## config.mk

```make
export PLATFORM = sky130hd
export DESIGN_NAME = ext_debug_regs
export DESIGN_NICKNAME = d
export VERILOG_FILES = /design/src/dbg_pkg.sv /design/src/pc_sampler.sv /design/src/ext_debug_regs.sv
export SDC_FILE = /design/constraint.sdc
export NUM_CORES = 1
export LEC_CHECK = 0
export BUFFER_PORTS_ARGS = -buffer_cell sky130_fd_sc_hd__buf_2
export CAP_MARGIN = 5
export CELL_PAD_IN_SITES_DETAIL_PLACEMENT = 0
export CELL_PAD_IN_SITES_GLOBAL_PLACEMENT = 2
export CORE_MARGIN = 1
export CORE_UTILIZATION = 28
export CTS_BUF_LIST = sky130_fd_sc_hd__clkbuf_8
export DETAILED_ROUTE_END_ITERATION = 8
export PLACE_DENSITY_LB_ADDON = 0.1
export SETUP_SLACK_MARGIN = 0.1
export SYNTH_ARGS = -nofsm -noshare
export SYNTH_HDL_FRONTEND = slang
export SYNTH_SLANG_ARGS = --single-unit
```

## constraint.sdc

```tcl
create_clock -name clock_in -period 1.9 [get_ports clock_in]
set_clock_uncertainty 0.2 [all_clocks]
set_input_delay 0.285 -clock clock_in [delete_from_list [all_inputs] [get_ports clock_in]]
set_output_delay 0.285 -clock clock_in [all_outputs]
set_load 0.05 [all_outputs]
```

## src/dbg_pkg.sv

```systemverilog
// Constants for the external debug feature, sample and reserve control registers.
// Assumes a 12-bit byte address on the debug register port and 32-bit data.
package dbg_pkg;

  // ----------------------------------------------------------------
  // Register byte offsets
  // ----------------------------------------------------------------
  localparam logic [11:0] OFF_RESERVE_CONTROL = 12'h090;
  localparam logic [11:0] OFF_PC_SAMPLE       = 12'h0a0;
  localparam logic [11:0] OFF_PFR_LOW         = 12'hd20;
  localparam logic [11:0] OFF_PFR_HIGH        = 12'hd24;
  localparam logic [11:0] OFF_DFR_LOW         = 12'hd28;
  localparam logic [11:0] OFF_DFR_HIGH        = 12'hd2c;

  // ----------------------------------------------------------------
  // Field positions and widths
  // ----------------------------------------------------------------
  localparam int PERF_MON_LSB    = 8;
  localparam int TRACE_IF_LSB    = 4;
  localparam int IRQ_CTRL_IF_LSB = 24;
  localparam int VECTOR_LSB      = 20;
  localparam int FLOAT_LSB       = 16;
  localparam int TOP_LEVEL_LSB   = 12;
  localparam int HYP_LEVEL_LSB   = 8;
  localparam int KERNEL_LSB      = 4;
  localparam int USER_LSB        = 0;
  localparam int CMD_CLEAR_PIPE_BIT   = 3;
  localparam int CMD_CLEAR_STICKY_BIT = 2;
  localparam int REGIME_BIT      = 31;
  localparam int VMID_W          = 8;

  // ----------------------------------------------------------------
  // Field encodings
  // ----------------------------------------------------------------
  localparam logic [3:0] PERF_MON_NONE    = 4'h0;
  localparam logic [3:0] PERF_MON_V3      = 4'h1;
  localparam logic [3:0] PERF_MON_VENDOR  = 4'hf;
  localparam logic [3:0] TRACE_IF_NONE    = 4'h0;
  localparam logic [3:0] TRACE_IF_SYSREG  = 4'h1;
  localparam logic [3:0] IRQ_CTRL_IF_NONE = 4'h0;
  localparam logic [3:0] IRQ_CTRL_IF_V30  = 4'h1;
  localparam logic [3:0] UNIT_PRESENT     = 4'h0;
  localparam logic [3:0] UNIT_ABSENT      = 4'hf;
  localparam logic [3:0] STATE_NARROW_ONLY = 4'h0;
  localparam logic [3:0] STATE_WIDE_ONLY   = 4'h1;
  localparam logic [3:0] STATE_BOTH        = 4'h2;

  // ----------------------------------------------------------------
  // Build configuration
  // ----------------------------------------------------------------
  localparam logic [3:0] CFG_PERF_MON     = PERF_MON_V3;
  localparam logic [3:0] CFG_TRACE_IF     = TRACE_IF_NONE;
  localparam logic [3:0] CFG_IRQ_CTRL_IF  = IRQ_CTRL_IF_V30;
  localparam logic [3:0] CFG_VECTOR       = UNIT_PRESENT;
  localparam logic [3:0] CFG_FLOAT        = UNIT_PRESENT;
  localparam logic       CFG_PC_SAMPLE_ON = 1'b1;

  // ----------------------------------------------------------------
  // Values
  // ----------------------------------------------------------------
  localparam logic [31:0] SAMPLE_ALL_ONES = 32'hffffffff;
  localparam logic [31:0] SAMPLE_RESET    = 32'h00000000;
  localparam logic [31:0] READ_ZERO       = 32'h00000000;

  typedef enum logic [1:0] {ACC_OK, ACC_IGNORE, ACC_ERROR} access_t;

endpackage

```

## src/pc_sampler.sv

```systemverilog
// Program counter sampler: tracks retired instructions and the identifier samples.
// Assumes retire information comes from core logic on the same clock.
`timescale 1ns/1ps
module pc_sampler (
  input  wire logic        clock_in,
  input  wire logic        rstn_in,
  input  wire logic        retire_in,
  input  wire logic [31:0] retire_pc_in,
  input  wire logic [31:0] retire_ctx_in,
  input  wire logic [7:0]  retire_vmid_in,
  input  wire logic        retire_regime_in,
  input  wire logic        halted_in,
  input  wire logic        prohibited_in,
  input  wire logic        core_in_reset_in,
  input  wire logic        sample_read_in,
  input  wire logic        side_effect_en_in,
  output logic      [31:0] sample_value_out,
  output logic      [31:0] ctx_sample_out,
  output logic      [31:0] vm_sample_out
);
  import dbg_pkg::*;

  logic [31:0] last_pc_r;
  logic [31:0] last_ctx_r;
  logic [31:0] last_vm_r;
  logic        fresh_r;
  logic        fresh_nxt;
  logic        blank_w;
  logic        load_w;

  // ----------------------------------------------------------------
  // Sample validity
  // ----------------------------------------------------------------
  // A sample is only meaningful after a retirement in running, permitted state
  assign blank_w = halted_in | prohibited_in | core_in_reset_in | ~fresh_r;
  // New retirement wins over the read that consumes the previous one
  assign fresh_nxt = retire_in ? 1'b1
                   : (sample_read_in | halted_in | prohibited_in | core_in_reset_in) ? 1'b0
                   : fresh_r;
  assign sample_value_out = blank_w ? SAMPLE_ALL_ONES : last_pc_r;
  assign load_w = sample_read_in & side_effect_en_in;

  // ----------------------------------------------------------------
  // Storage, cold reset only
  // ----------------------------------------------------------------
  always_ff @(posedge clock_in or negedge rstn_in) begin
    if (!rstn_in) begin
      last_pc_r  <= SAMPLE_RESET;
      last_ctx_r <= SAMPLE_RESET;
      last_vm_r  <= SAMPLE_RESET;
      fresh_r    <= 1'b0;
    end else begin
      fresh_r <= fresh_nxt;
      if (retire_in) begin
        last_pc_r  <= retire_pc_in;
        last_ctx_r <= retire_ctx_in;
        last_vm_r  <= {retire_regime_in, {(31 - VMID_W){1'b0}}, retire_vmid_in};
      end
    end
  end

  always_ff @(posedge clock_in or negedge rstn_in) begin
    if (!rstn_in) begin
      ctx_sample_out <= SAMPLE_RESET;
      vm_sample_out  <= SAMPLE_RESET;
    end else if (load_w) begin
      ctx_sample_out <= blank_w ? SAMPLE_ALL_ONES : last_ctx_r;
      vm_sample_out  <= blank_w ? SAMPLE_ALL_ONES : last_vm_r;
    end
  end

  // ----------------------------------------------------------------
  // Checks
  // ----------------------------------------------------------------
  a_halt_all_ones: assert property (@(posedge clock_in) disable iff (!rstn_in)
    (halted_in || prohibited_in) |-> sample_value_out == SAMPLE_ALL_ONES)
    else $error("sample not all ones while halted or prohibited");
  a_side_load_ids: assert property (@(posedge clock_in) disable iff (!rstn_in)
    (load_w && !blank_w) |=> (ctx_sample_out == $past(last_ctx_r)) && (vm_sample_out == $past(last_vm_r)))
    else $error("identifier samples not loaded with the sample");
  a_lock_keeps_ids: assert property (@(posedge clock_in) disable iff (!rstn_in)
    (sample_read_in && !side_effect_en_in) |=> $stable(ctx_sample_out) && $stable(vm_sample_out))
    else $error("identifier samples changed under software lock");
  a_regime_follows: assert property (@(posedge clock_in) disable iff (!rstn_in)
    retire_in |=> last_vm_r[REGIME_BIT] == $past(retire_regime_in))
    else $error("regime bit not captured");

endmodule

```

## src/ext_debug_regs.sv

```systemverilog
// External debug feature, program counter sample and reserve control registers.
// Assumes the debug register port, locks and core status share clock_in.
`timescale 1ns/1ps
// Functional notes
// Performance monitor version in debug feature [11:8]
// Trace interface version in debug feature [7:4]
// Sample reads all ones when halted/prohibited
// First sample read may return all ones
// Sample undefined without fresh retirement
// Blank sample read blanks identifier samples
// Valid sample read loads identifier samples
// Regime bit records captured translation regime
// Software lock suppresses memory-mapped side effect
// Sample resets on cold reset only
// Sample register exists only when built
// Interrupt controller interface in feature [27:24]
// Vector unit presence in feature [23:20]
// Float unit presence in feature [19:16]
// Top level field fixed at zero
// Hypervisor level field fixed at zero
// Kernel level field fixed at zero
// User level field fixed at zero
// Reserve control write-only, locked writes error/ignored
// Clear pipe command clears pipeline advance
// Clear sticky command clears error flags
// Debugger reads 64-bit registers as halves
module ext_debug_regs (
  input  wire logic        clock_in,
  input  wire logic        rstn_in,
  input  wire logic        req_valid_in,
  input  wire logic        req_write_in,
  input  wire logic        req_mmap_in,
  input  wire logic [11:0] req_addr_in,
  input  wire logic [31:0] req_wdata_in,
  output logic             rsp_valid_out,
  output logic      [31:0] rsp_rdata_out,
  output logic             rsp_error_out,
  input  wire logic        core_powered_in,
  input  wire logic        double_lock_in,
  input  wire logic        os_lock_in,
  input  wire logic        software_lock_in,
  input  wire logic        halted_in,
  input  wire logic        profiling_prohibited_in,
  input  wire logic        core_in_reset_in,
  input  wire logic        retire_in,
  input  wire logic [31:0] retire_pc_in,
  input  wire logic [31:0] retire_ctx_in,
  input  wire logic [7:0]  retire_vmid_in,
  input  wire logic        retire_regime_in,
  input  wire logic        transmit_underrun_event_in,
  input  wire logic        receive_overrun_event_in,
  input  wire logic        err_event_in,
  input  wire logic        instr_transfer_overrun_event_in,
  output logic             pipeline_advance_out,
  output logic             transmit_underrun_out,
  output logic             receive_overrun_out,
  output logic             cumulative_error_out,
  output logic             instr_transfer_overrun_out,
  output logic      [31:0] ctx_sample_out,
  output logic      [31:0] vm_sample_out
);
  import dbg_pkg::*;

  // ----------------------------------------------------------------
  // Helpers
  // ----------------------------------------------------------------
  function automatic logic addr_hit(input logic [11:0] addr, input logic [11:0] offset);
    addr_hit = (addr[11:2] == offset[11:2]);
  endfunction

  function automatic logic [31:0] put_field(input logic [3:0] value, input int lsb);
    put_field = 32'(value) << lsb;
  endfunction

  // ----------------------------------------------------------------
  // Address decode
  // ----------------------------------------------------------------
  logic hit_rc_w;
  logic hit_pc_w;
  logic hit_pfr_low_w;
  logic hit_pfr_high_w;
  logic hit_dfr_low_w;
  logic hit_dfr_high_w;

  assign hit_rc_w       = addr_hit(req_addr_in, OFF_RESERVE_CONTROL);
  assign hit_pc_w       = addr_hit(req_addr_in, OFF_PC_SAMPLE) & CFG_PC_SAMPLE_ON;
  assign hit_pfr_low_w  = addr_hit(req_addr_in, OFF_PFR_LOW);
  assign hit_pfr_high_w = addr_hit(req_addr_in, OFF_PFR_HIGH);
  assign hit_dfr_low_w  = addr_hit(req_addr_in, OFF_DFR_LOW);
  assign hit_dfr_high_w = addr_hit(req_addr_in, OFF_DFR_HIGH);

  // ----------------------------------------------------------------
  // Lock gating
  // ----------------------------------------------------------------
  logic    locked_err_w;
  logic    needs_lock_w;
  logic    swlock_w;
  access_t access_w;

  // Power off, double lock and OS lock refuse core-domain registers
  assign locked_err_w = ~core_powered_in | double_lock_in | os_lock_in;
  assign needs_lock_w = hit_pc_w | hit_rc_w;
  // Software lock only applies to accesses from the memory-mapped side
  assign swlock_w     = req_mmap_in & software_lock_in;
  assign access_w     = (needs_lock_w && locked_err_w) ? ACC_ERROR
                      : (hit_rc_w && req_write_in && swlock_w) ? ACC_IGNORE
                      : ACC_OK;

  // ----------------------------------------------------------------
  // Feature registers
  // ----------------------------------------------------------------
  logic [31:0] pfr_low_w;
  logic [31:0] dfr_low_w;

  assign pfr_low_w = put_field(CFG_IRQ_CTRL_IF, IRQ_CTRL_IF_LSB)
                   | put_field(CFG_VECTOR, VECTOR_LSB)
                   | put_field(CFG_FLOAT, FLOAT_LSB)
                   | put_field(STATE_NARROW_ONLY, TOP_LEVEL_LSB)
                   | put_field(STATE_NARROW_ONLY, HYP_LEVEL_LSB)
                   | put_field(STATE_NARROW_ONLY, KERNEL_LSB)
                   | put_field(STATE_NARROW_ONLY, USER_LSB);

  assign dfr_low_w = put_field(CFG_PERF_MON, PERF_MON_LSB)
                   | put_field(CFG_TRACE_IF, TRACE_IF_LSB);

  // ----------------------------------------------------------------
  // Program counter sample
  // ----------------------------------------------------------------
  logic        sample_read_w;
  logic [31:0] sample_value_w;

  assign sample_read_w = req_valid_in & ~req_write_in & hit_pc_w & (access_w == ACC_OK);

  pc_sampler sampler_u (
    .clock_in          (clock_in),
    .rstn_in           (rstn_in),
    .retire_in         (retire_in),
    .retire_pc_in      (retire_pc_in),
    .retire_ctx_in     (retire_ctx_in),
    .retire_vmid_in    (retire_vmid_in),
    .retire_regime_in  (retire_regime_in),
    .halted_in         (halted_in),
    .prohibited_in     (profiling_prohibited_in),
    .core_in_reset_in  (core_in_reset_in),
    .sample_read_in    (sample_read_w),
    .side_effect_en_in (~swlock_w),
    .sample_value_out  (sample_value_w),
    .ctx_sample_out    (ctx_sample_out),
    .vm_sample_out     (vm_sample_out)
  );

  // ----------------------------------------------------------------
  // Read data select
  // ----------------------------------------------------------------
  logic [31:0] rdata_w;

  // Reserve control is write-only and reads as zero, as do high halves
  assign rdata_w = (req_write_in || access_w != ACC_OK) ? READ_ZERO
                 : hit_pc_w      ? sample_value_w
                 : hit_pfr_low_w ? pfr_low_w
                 : hit_dfr_low_w ? dfr_low_w
                 : READ_ZERO;

  // ----------------------------------------------------------------
  // Reserve control commands
  // ----------------------------------------------------------------
  logic cmd_fire_w;
  logic clr_pipe_w;
  logic clr_sticky_w;

  assign cmd_fire_w   = req_valid_in & req_write_in & hit_rc_w & (access_w == ACC_OK);
  assign clr_pipe_w   = cmd_fire_w & req_wdata_in[CMD_CLEAR_PIPE_BIT];
  assign clr_sticky_w = cmd_fire_w & req_wdata_in[CMD_CLEAR_STICKY_BIT];

  // ----------------------------------------------------------------
  // Status flags, set wins over clear
  // ----------------------------------------------------------------
  logic       pipe_moved_r;
  logic       pipe_moved_nxt;
  logic       xfer_ovr_r;
  logic       xfer_ovr_nxt;
  logic [2:0] sticky_r;
  logic [2:0] sticky_set_w;
  logic [2:0] sticky_nxt;

  assign pipe_moved_nxt = retire_in | (pipe_moved_r & ~clr_pipe_w);
  assign xfer_ovr_nxt   = instr_transfer_overrun_event_in | (xfer_ovr_r & ~(clr_sticky_w & halted_in));
  assign sticky_set_w   = {err_event_in, receive_overrun_event_in, transmit_underrun_event_in};

  genvar gi;
  generate
    for (gi = 0; gi < 3; gi++) begin : g_sticky
      assign sticky_nxt[gi] = sticky_set_w[gi] | (sticky_r[gi] & ~clr_sticky_w);
    end
  endgenerate

  always_ff @(posedge clock_in or negedge rstn_in) begin
    if (!rstn_in) begin
      pipe_moved_r <= 1'b0;
      xfer_ovr_r   <= 1'b0;
      sticky_r     <= 3'h0;
    end else begin
      pipe_moved_r <= pipe_moved_nxt;
      xfer_ovr_r   <= xfer_ovr_nxt;
      sticky_r     <= sticky_nxt;
    end
  end

  assign pipeline_advance_out       = pipe_moved_r;
  assign transmit_underrun_out      = sticky_r[0];
  assign receive_overrun_out        = sticky_r[1];
  assign cumulative_error_out       = sticky_r[2];
  assign instr_transfer_overrun_out = xfer_ovr_r;

  // ----------------------------------------------------------------
  // Response
  // ----------------------------------------------------------------
  always_ff @(posedge clock_in or negedge rstn_in) begin
    if (!rstn_in) begin
      rsp_valid_out <= 1'b0;
      rsp_rdata_out <= READ_ZERO;
      rsp_error_out <= 1'b0;
    end else begin
      rsp_valid_out <= req_valid_in;
      rsp_rdata_out <= req_valid_in ? rdata_w : READ_ZERO;
      rsp_error_out <= req_valid_in & (access_w == ACC_ERROR);
    end
  end

  // ----------------------------------------------------------------
  // Checks
  // ----------------------------------------------------------------
  a_locked_error: assert property (@(posedge clock_in) disable iff (!rstn_in)
    (req_valid_in && hit_rc_w && locked_err_w) |=> rsp_valid_out && rsp_error_out)
    else $error("locked reserve control access gave no error");
  a_swlock_write_ignored: assert property (@(posedge clock_in) disable iff (!rstn_in)
    (req_valid_in && req_write_in && hit_rc_w && swlock_w && !locked_err_w && pipe_moved_r)
      |=> pipe_moved_r && !rsp_error_out)
    else $error("software locked write was not ignored");
  a_pipe_clear: assert property (@(posedge clock_in) disable iff (!rstn_in)
    (clr_pipe_w && !retire_in) ##1 !retire_in |=> !pipe_moved_r)
    else $error("pipeline advance not cleared");
  a_pipe_set_wins: assert property (@(posedge clock_in) disable iff (!rstn_in)
    (clr_pipe_w && retire_in) |=> pipe_moved_r)
    else $error("retirement lost against clear");
  a_sticky_clear: assert property (@(posedge clock_in) disable iff (!rstn_in)
    (clr_sticky_w && !transmit_underrun_event_in && !receive_overrun_event_in && !err_event_in)
      |=> sticky_r == 3'h0)
    else $error("sticky errors not cleared");
  a_xfer_ovr_kept: assert property (@(posedge clock_in) disable iff (!rstn_in)
    (clr_sticky_w && !halted_in && xfer_ovr_r) |=> xfer_ovr_r)
    else $error("transfer overrun cleared while running");
  a_pfr_fields: assert property (@(posedge clock_in) disable iff (!rstn_in)
    (req_valid_in && !req_write_in && hit_pfr_low_w) |=>
      rsp_rdata_out[27:24] == CFG_IRQ_CTRL_IF && rsp_rdata_out[23:20] == CFG_VECTOR
      && rsp_rdata_out[19:16] == CFG_FLOAT && rsp_rdata_out[15:0] == 16'h0000)
    else $error("processor feature fields wrong");
  a_dfr_fields: assert property (@(posedge clock_in) disable iff (!rstn_in)
    (req_valid_in && !req_write_in && hit_dfr_low_w) |=>
      rsp_rdata_out[11:8] == CFG_PERF_MON && rsp_rdata_out[7:4] == CFG_TRACE_IF)
    else $error("debug feature fields wrong");
  a_pc_halt_ones: assert property (@(posedge clock_in) disable iff (!rstn_in)
    (sample_read_w && halted_in) |=> rsp_rdata_out == SAMPLE_ALL_ONES)
    else $error("halted sample read not all ones");
  a_rsp_follows: assert property (@(posedge clock_in) disable iff (!rstn_in)
    req_valid_in |=> rsp_valid_out ##1 (rsp_valid_out == $past(req_valid_in)))
    else $error("response not one cycle after request");

endmodule

```

---- Word-level counts from Yosys, hierarchy flattened ----
Cells that the tools add are included.
word-level totals
  bits in registers ....................... 177
  input bits .............................. 134
  output and inout bits ................... 103
  word-level logic and storage cells ...... 74
cells by class
  equal/unequal tests ..................... 5
  mux-type cells .......................... 12
  bitwise operators ....................... 38
  reductions and logical operators ........ 7
operator list
  operator                count
  $mux W32                6
  $mux W25                1
  $eq A10 B10 Y1 const B  2
  $eq A10 B6 Y1 const B   2
  $and A1 B1 Y1           17
  $or A1 B1 Y1            14
  $mux W9                 1
  $not A1 Y1              7
  $reduce_bool A2 Y1      2
  $logic_and A1 B1 Y1     3
  $mux W1                 3
  $eq A2 B2 Y1 const B    1
  $logic_not A2 Y1        1
  $mux W2                 1
  $logic_or A1 B1 Y1      1

---- Logic depth before layout (Yosys ltp) ----
Gate-level depths: netlist (run 1).
  depth after elaboration ................. 12
  gate-level depth with buffers ........... 7
  depth with buffers taken out ............ 4

---- By module ----
From an unflattened synthesis (run 1), not the netlist that was laid out.
unflattened totals
  cell total of the unflattened synthesis .. 553
  area, all modules ....................... 6,307.3 sq um
modules (own cells, without submodules)
  module          times used  cells an instance  area each (sq um)  seq. area each (sq um)
  pc_sampler      1           449                4,874.7            2,902.8
  ext_debug_regs  1           104                1,432.6            975.9

---- Worst setup path after synthesis (run 1) ----
OpenSTA, ideal clock, no wires.
  path type ............................... input to register
  from .................................... input req_addr_in[8]
  to ...................................... register sampler_u.vm_sample_out[30]
  setup time .............................. 128 ps
  arrival ................................. 1,970 ps
  required time ........................... 1,572 ps
  setup slack ............................. -398 ps
  cell stages on the path ................. 6
  path buffers ............................ 2
  path through ............................ or4b_1 -> clkbuf_1 -> nor4_4 -> and2_1 -> buf_2 -> mux2_1
on the way
  word-level cells in the longest chain between the ends .. 8
  elaborated cells between the ends (all ways) .. 12
  those cells by class .................... eq/ne: 2; mux: 2; bitwise: 4; reduce/logical: 4
RTL lines
  what                               line                   source
  from (decl)                        ext_debug_regs.sv:33   input wire logic [11:0] req_addr_in,
  $eq A10 B6 Y1                      ext_debug_regs.sv:68   addr_hit = (addr[11:2] == offset[11:2]);
  $logic_and A1 B1 Y1 (2 in series)  ext_debug_regs.sv:106  : (hit_rc_w && req_write_in && swlock_w) ? ACC_IGNORE
  $mux W1                            ext_debug_regs.sv:106
  $mux W2                            ext_debug_regs.sv:105  assign access_w = (needs_lock_w && locked_err_w) ? ACC_ERROR
  $logic_not A2 Y1                   ext_debug_regs.sv:132  assign sample_read_w = req_valid_in & ~req_write_in & hit_pc_w & (access_w == ACC_OK);
  $and A1 B1 Y1 (*)                  ext_debug_regs.sv:132
  $and A1 B1 Y1 (*)                  pc_sampler.sv:41       assign load_w = sample_read_in & side_effect_en_in;
  to (signal assigned)               pc_sampler.sv:68       vm_sample_out <= blank_w ? SAMPLE_ALL_ONES : last_vm_r;
  to (decl)                          pc_sampler.sv:19       output logic [31:0] vm_sample_out
Every way passes the cells marked *; elsewhere a longest branch is shown, timed or not.
A chain may end at the register's enable or synchronous reset.

---- Worst setup path in the final report (run 1) ----
Same ends and word-level chain as after synthesis.

==> results of run 1 <==
cell type report:
type | instances | area share [%]
Clock buffer | 17 | 2.643
Sequential cell | 155 | 43.82
Multi-Input combinational cell | 270 | 22.12
Timing Repair Buffer | 321 | 25.75
Clock inverter | 15 | 1.781
Tap cell | 275 | 3.886
power by group:
group / internal (W) / leakage (nW) / switching, W
clock network: 0.00109 / 0.203 / 0.00136
registers: 0.00346 / 1.97 / 0.0000792
logic: 0.000388 / 2.22 / 0.000277
total: 0.00493 / 4.39 / 0.00171
kinds of logic (layout without fill, tap and decap cells):
| family | Yosys count | after routing | synth area share, % |
|---|---|---|---|
| AOI/OAI and AO/OA | 123 | 123 | 11.78 |
| xor gates and xnor gates | 1 | 1 | 0.1434 |
| buffers and inverters | 56 | 353 | 4.894 |
| DFF | 155 | 155 | 63.49 |
| muxes | 74 | 74 | 13.64 |
| and+or+nand+nor | 72 | 72 | 6.062 |
cells in the final DEF (no fill, tap or decap), drive strengths merged, types with 2 or more instances in the layout:
master / synthesis / layout
nor3: 2 / 2
nor4: 3 / 3
dlygate4sd3: 0 / 82
dfrtp: 155 / 155
or4: 2 / 2
or4b: 2 / 2
clkbuf: 26 / 32
buf: 30 / 224
nand2b: 3 / 3
a21o: 5 / 5
nand2: 3 / 3
nand4: 2 / 2
inv: 0 / 8
o21a: 30 / 30
and3b: 2 / 2
nor2: 45 / 45
clkinv: 0 / 6
mux2: 74 / 74
a21oi: 82 / 82
what timing repair did:
action                                  in CTS  in global routing
cloned                                       0                  1
pin swaps                                    0                  1
endpoints found under the hold margin      235                  1
endpoints found under the setup margin      23                 64
buffers inserted                             2                  1
gates resized for setup                      2                 19
layer usage:
| layer | track usage, % | wire length [um] | up-vias |
|---|---|---|---|
| met4 | 3.788 | 124 | 0 |
| met2 | 25.37 | 8356 | 146 |
| met3 | 4.634 | 1030 | 7 |
| li1 | - | - | 2226 |
| met5 | 0 | 0 | - |
| met1 | 19.40 | 7378 | 2440 |
per-stage QoR:
| stage | total power [W] | util, % | TNS [ns] | setup slack (ns) |
|---|---|---|---|---|
| 6_report | 0.006647 | 41.72 | 0 | 0.1105 |
| 5_1_grt | 0.007009 | 41.72 | 0 | 0.05946 |
| 4_1_cts | 0.006782 | 41.33 | 0 | 0.1328 |
| 3_5_place_dp | 0.004143 | 35.52 | -21.17 | -0.3427 |
| 3_3_place_gp | 0.004123 | 35.52 | -20.26 | -0.3129 |
| 2_1_floorplan | 0.003835 | - | -16.38 | -0.3428 |
worst min path at each step:
stage                          start                         end  depth (start not counted)
global route        core_in_reset_in           sampler_u.fresh_r                          3
CTS                 core_in_reset_in           sampler_u.fresh_r                          3
floorplan                    rstn_in  instr_transfer_overrun_out                          0
detailed placement           rstn_in           rsp_rdata_out[25]                          1
global placement             rstn_in           rsp_rdata_out[25]                          1
finish              core_in_reset_in           sampler_u.fresh_r                          3
flip-flops by register name, indices dropped and copies added, names as in the netlist:
register / count
sampler_u.last_pc_r: 32
sampler_u.vm_sample_out: 10
sampler_u.fresh_r: 1
sampler_u.last_vm_r: 9
rsp_rdata_out: 32
sampler_u.last_ctx_r: 32
sticky_r: 3
sampler_u.ctx_sample_out: 32
pipeline_advance_out: 1
instr_transfer_overrun_out: 1
rsp_error_out: 1
rsp_valid_out: 1
worst min-delay path, stage by stage:
cell and delay [ns]:
buf_2 0.08, or4b_4 0.19, o21bai_1 0.09
==> metrics.txt, run 1 <==
Post-synth EDFFs=0; clock root buffer=clkbuf_8; Max Cap Viol=0; startpoint type of the worst setup path=input port; clock latency at the later pin of the worst-skew pair=0.44 ns; Pre-antenna DRT Iters=4; Multi-input gate area=1958 sq um; cell area after placement=7538 sq um; placed insts=935; Yosys cell types=36; Sequential cell area=3880 sq um; cts bufs inserted=17; core area=21,220 sq um; final net count=899; Worst Path Buf+Inv=2; r2r endpoint=rsp_rdata_out[8]; All-Layer GR Usage=15.30%; Non-Filler Instances=1,053; crit path kind=input port to flop; Hold-fix buffers, CTS=82; final hold slack=0.04640 ns; most common cell in the synthesized netlist=dfrtp_1; Max stage delay cell, worst path=or4b_4; Yosys top cell area share=63.49%; first-pass GRT wire length=26,210 um; critical path peak fanout=4; Async S/R FF share, synth=100.0%; Mapped Cells=481; leakage power total=4.388 nW; Levels on crit path=6; Remaining DRCs=0; clock-pin slew on the worst setup and hold paths=0.08 ns; fin crit share=94.19%; Synth Flop Type=dfrtp_1; Die Y=149.7 um; critical path, cell by cell=buf_2 > or4b_4 > nor4_4 > buf_4 > and2_4 > mux2_4; Yosys top cell by area=dfrtp_1; CTS tree=built; headroom to the max-slew limit=78.62%; vias per inst=4.576; H-tree depth=4; Period minus WS final=1.790 ns; final slew viol count=0; Top delay family on crit path=simple AND/OR/NAND/NOR gates; CP max stage delay=0.56 ns; Clock Path Buffers=2; 1st-iter DRT viols=178; Synth top cells by count=155 x dfrtp_1, 82 x a21oi_1, 73 x mux2_2; vias in the first global route=4,834; Least-Margin Pin Slew=0.3199 ns; Die Wd=149.7 um; Syn Area/Cell=12.70 sq um; initial antenna violation count=0; worst setup path startpoint=req_addr_in[8]; Synth-to-Final Area Change=44.91%; synthesized area=6110 sq um; sequential share of the synthesized area=63.49%; CP required=2.02 ns; Max Freq=558.8 MHz; peak supply drop=0.3582 mV; Design Area, Final=8853 sq um; final WL=16,890 um; FF-to-FF Start=sampler_u.fresh_r; crit path DAT=1.91 ns; hold crit path type=input port to flop; layout cells sized above 1=45.50%; fillers=2,064; DP Wirelength=11,140 um; Port Buffers=204; RD Place Congestion=0.7868; CTS Sinks=155; unrepaired setup endpoints after global routing=yes; final hold violations=0; Net Count, Synth=615; Die Area=22,410 sq um; synth warn=0; initial core utilization=28.79%; GRT overflow=0; Reg2Reg Depth=4; ANT cells=0; Routed Antenna Nets=0; Synth area leaders=dfrtp_1 63%, mux2_2 13%, a21oi_1 6.7%; WL/cell=16.04 um; Rows=53; status=finished clean; largest net degree at the start of global routing=39; routed via count=4,819; r2r setup slk=0.25 ns; crit end category=flop; pwr dens=750.8 nW/um^2; FF+latch count, synth=155; endpoints failing setup=0; crit path to=sampler_u.vm_sample_out[30]; Ports=237
(Power assumes the default switching activity.)
==> inputs of run 2 (changes only) <==
--- a/config.mk
+++ b/config.mk
@@ -13,7 +13,8 @@
 export CORE_UTILIZATION = 28
 export CTS_BUF_LIST = sky130_fd_sc_hd__clkbuf_8
 export DETAILED_ROUTE_END_ITERATION = 8
-export PLACE_DENSITY_LB_ADDON = 0.1
+export PLACE_DENSITY = 0.84
+export RECOVER_POWER = 50
 export SETUP_SLACK_MARGIN = 0.1
 export SYNTH_ARGS = -nofsm -noshare
 export SYNTH_HDL_FRONTEND = slang
==> metrics.txt, run 2 (synthesis gave the netlist of run 1 again) <==
status=finished clean; core area=21,220 sq um (unchanged); crit path DAT=1.91 ns (about the same); 1st-iter DRT viols=138 (-22%); cts bufs inserted=17 (unchanged); clock latency at the later pin of the worst-skew pair=0.43 ns (about the same); FF-to-FF Start=sampler_u.fresh_r; peak supply drop=0.4232 mV (+18%); Max stage delay cell, worst path=or4b_4; clock root buffer=clkbuf_8; headroom to the max-slew limit=21.15% (-57 points); startpoint type of the worst setup path=input port; routed via count=4,826 (+0.15%); Rows=53 (unchanged); met3 usage=4.238% (-0.40 points); ANT cells=0 (unchanged); largest net degree at the start of global routing=57 (+46%); placed insts=944 (+0.96%); DP Wirelength=10,730 um (-3.7%); Final WS setup=0.1333 ns (+0.02280 ns); post-place setup slack=-0.3955 ns (-0.05271 ns); Ports=237 (unchanged); worst setup path startpoint=req_addr_in[8]; vias per inst=4.527 (-1.1%); Port Buffers=204 (unchanged); CTS tree=built; Die Y=149.7 um (unchanged); CP required=2.04 ns (+0.02 ns); clock-pin slew on the worst setup and hold paths=0.08 ns (about the same); initial antenna violation count=1 (+1); HP Start=req_addr_in[3]; Pre-antenna DRT Iters=4 (unchanged); CTS Sinks=155 (unchanged); unrepaired setup endpoints after global routing=yes; Clock Path Buffers=2 (unchanged); endpoints failing setup=0 (unchanged); CP max stage delay=0.55 ns (about the same); most frequent cells in the layout=175 x buf_2, 154 x dfrtp_1, 84 x dlygate4sd3_1, 82 x a21oi_1, 73 x mux2_2; final hold violations=0 (unchanged); Die Area=22,410 sq um (unchanged); GRT overflow=0 (unchanged); first-pass GRT wire length=25,540 um (-2.6%); leakage power total=4.465 nW (+1.8%); critical path peak fanout=4 (unchanged); Least-Margin Pin Slew=1.183 ns (+0.8628 ns); WL/cell=15.01 um (-6.4%); final WL=16,000 um (-5.3%); Synth-to-Final Area Change=48.72%; critical path, cell by cell=buf_2 > or4b_4 > buf_4 > or4_1 > a221oi_2; Max Freq=566.0 MHz (+1.3%); Remaining DRCs=0 (unchanged); Routed Antenna Nets=0 (unchanged); Die Wd=149.7 um (unchanged); H-tree depth=4 (unchanged); final slew viol count=0 (unchanged); vias in the first global route=4,995 (+3.3%); Max Cap Viol=0 (unchanged); crit path kind=input port to flop; crit end category=flop; hold crit path type=input port to flop; layout cells sized above 1=45.64% (+0.14 points); Final Util=42.82% (+1.1 points); routing usage on met2=25.28% (-0.093 points); RD Place Congestion=0.7513 (-4.5%); final net count=912 (+1.4%); GR met1 Demand/Resource=18.03% (-1.4 points); most used routing layer in global routing=met2; Tot Pwr=0.006928 W (+4.2%); commonest non-fill, non-tap cell in the layout=buf_2; fin crit share=92.99% (-1.2 points); All-Layer GR Usage=14.84% (-0.45 points); pwr dens=762.5 nW/um^2 (+1.5%); Non-Filler Instances=1,066 (+1.2%); final hold slack=0.06206 ns (+0.01566 ns); Period minus WS final=1.767 ns (-0.02280 ns); initial core utilization=28.79% (unchanged)
==> run 2: changes by cell type in the layout (fill, tap and decap cells not counted), moves of 3 or more <==
cell,delta
buf_6,+11
clkbuf_4,-3
buf_2,-12
clkbuf_2,+3
clkbuf_8,+6
inv_6,-4
buf_4,+4
clkbuf_1,+6
==> run 2: stage by stage <==
stage / area, sq um / setup TNS [ns]
global placement: 7631 / -22.45
floorplan: 6156 / -16.38
finish: 9086 / 0
CTS: 8937 / 0
detailed placement: 7631 / -23.66
global route: 9086 / 0
==> run 2: area by class of cell <==
| class | instances | area (sq um) |
|---|---|---|
| Fill cell | 2042 | 12130 |
| Sequential cell | 155 | 3882 |
| Timing Repair Buffer | 334 | 2439 |
| Multi-Input combinational cell | 270 | 1972 |
| Tap cell | 275 | 344.1 |
| Clock buffer | 23 | 316.6 |
| Clock inverter | 9 | 132.6 |
==> run 2: critical path, delay by kind of cell <==
family | cells | cell delay (ns)
compound gates | 1 | 0.25
simple gates | 2 | 1.10
buf+inv | 2 | 0.27
==> run 2: metal layers <==
| layer | wire length [um] | vias up |
|---|---|---|
| li1 | - | 2253 |
| met1 | 6892 | 2422 |
| met3 | 835 | 12 |
| met2 | 8077 | 137 |
| met5 | 13 | - |
| met4 | 177 | 2 |
==> run 2: timing repair <==
| action | 4_1_cts | 5_1_grt |
|---|---|---|
| setup endpoints to repair | 25 | 56 |
| cloned | 0 | 0 |
| pin swaps | 1 | 1 |
| hold buffers | 84 | 0 |
| resized for setup | 4 | 54 |
| setup buffers | 1 | 5 |
| hold endpoints to repair | 235 | 0 |
==> run 2: report_power, final <==
part / internal (W) / switching [W]
Clock: 0.00152 / 0.00121
Combinational: 0.000392 / 0.000273
Sequential: 0.00346 / 0.0000807
==> run 2: path summary, 6_finish.rpt <==
kind	endpoint	slack, ns	cells past startpoint
hold / removal	rsp_rdata_out[8]	0.06	4
max in group asynchronous	sampler_u.last_pc_r[28]	0.24	3
setup / recovery	rsp_rdata_out[8]	0.13	5
hold reg to reg	instr_transfer_overrun_out	0.28	1
setup reg to reg	rsp_rdata_out[10]	0.18	4
min in group asynchronous	sampler_u.last_ctx_r[4]	0.43	2
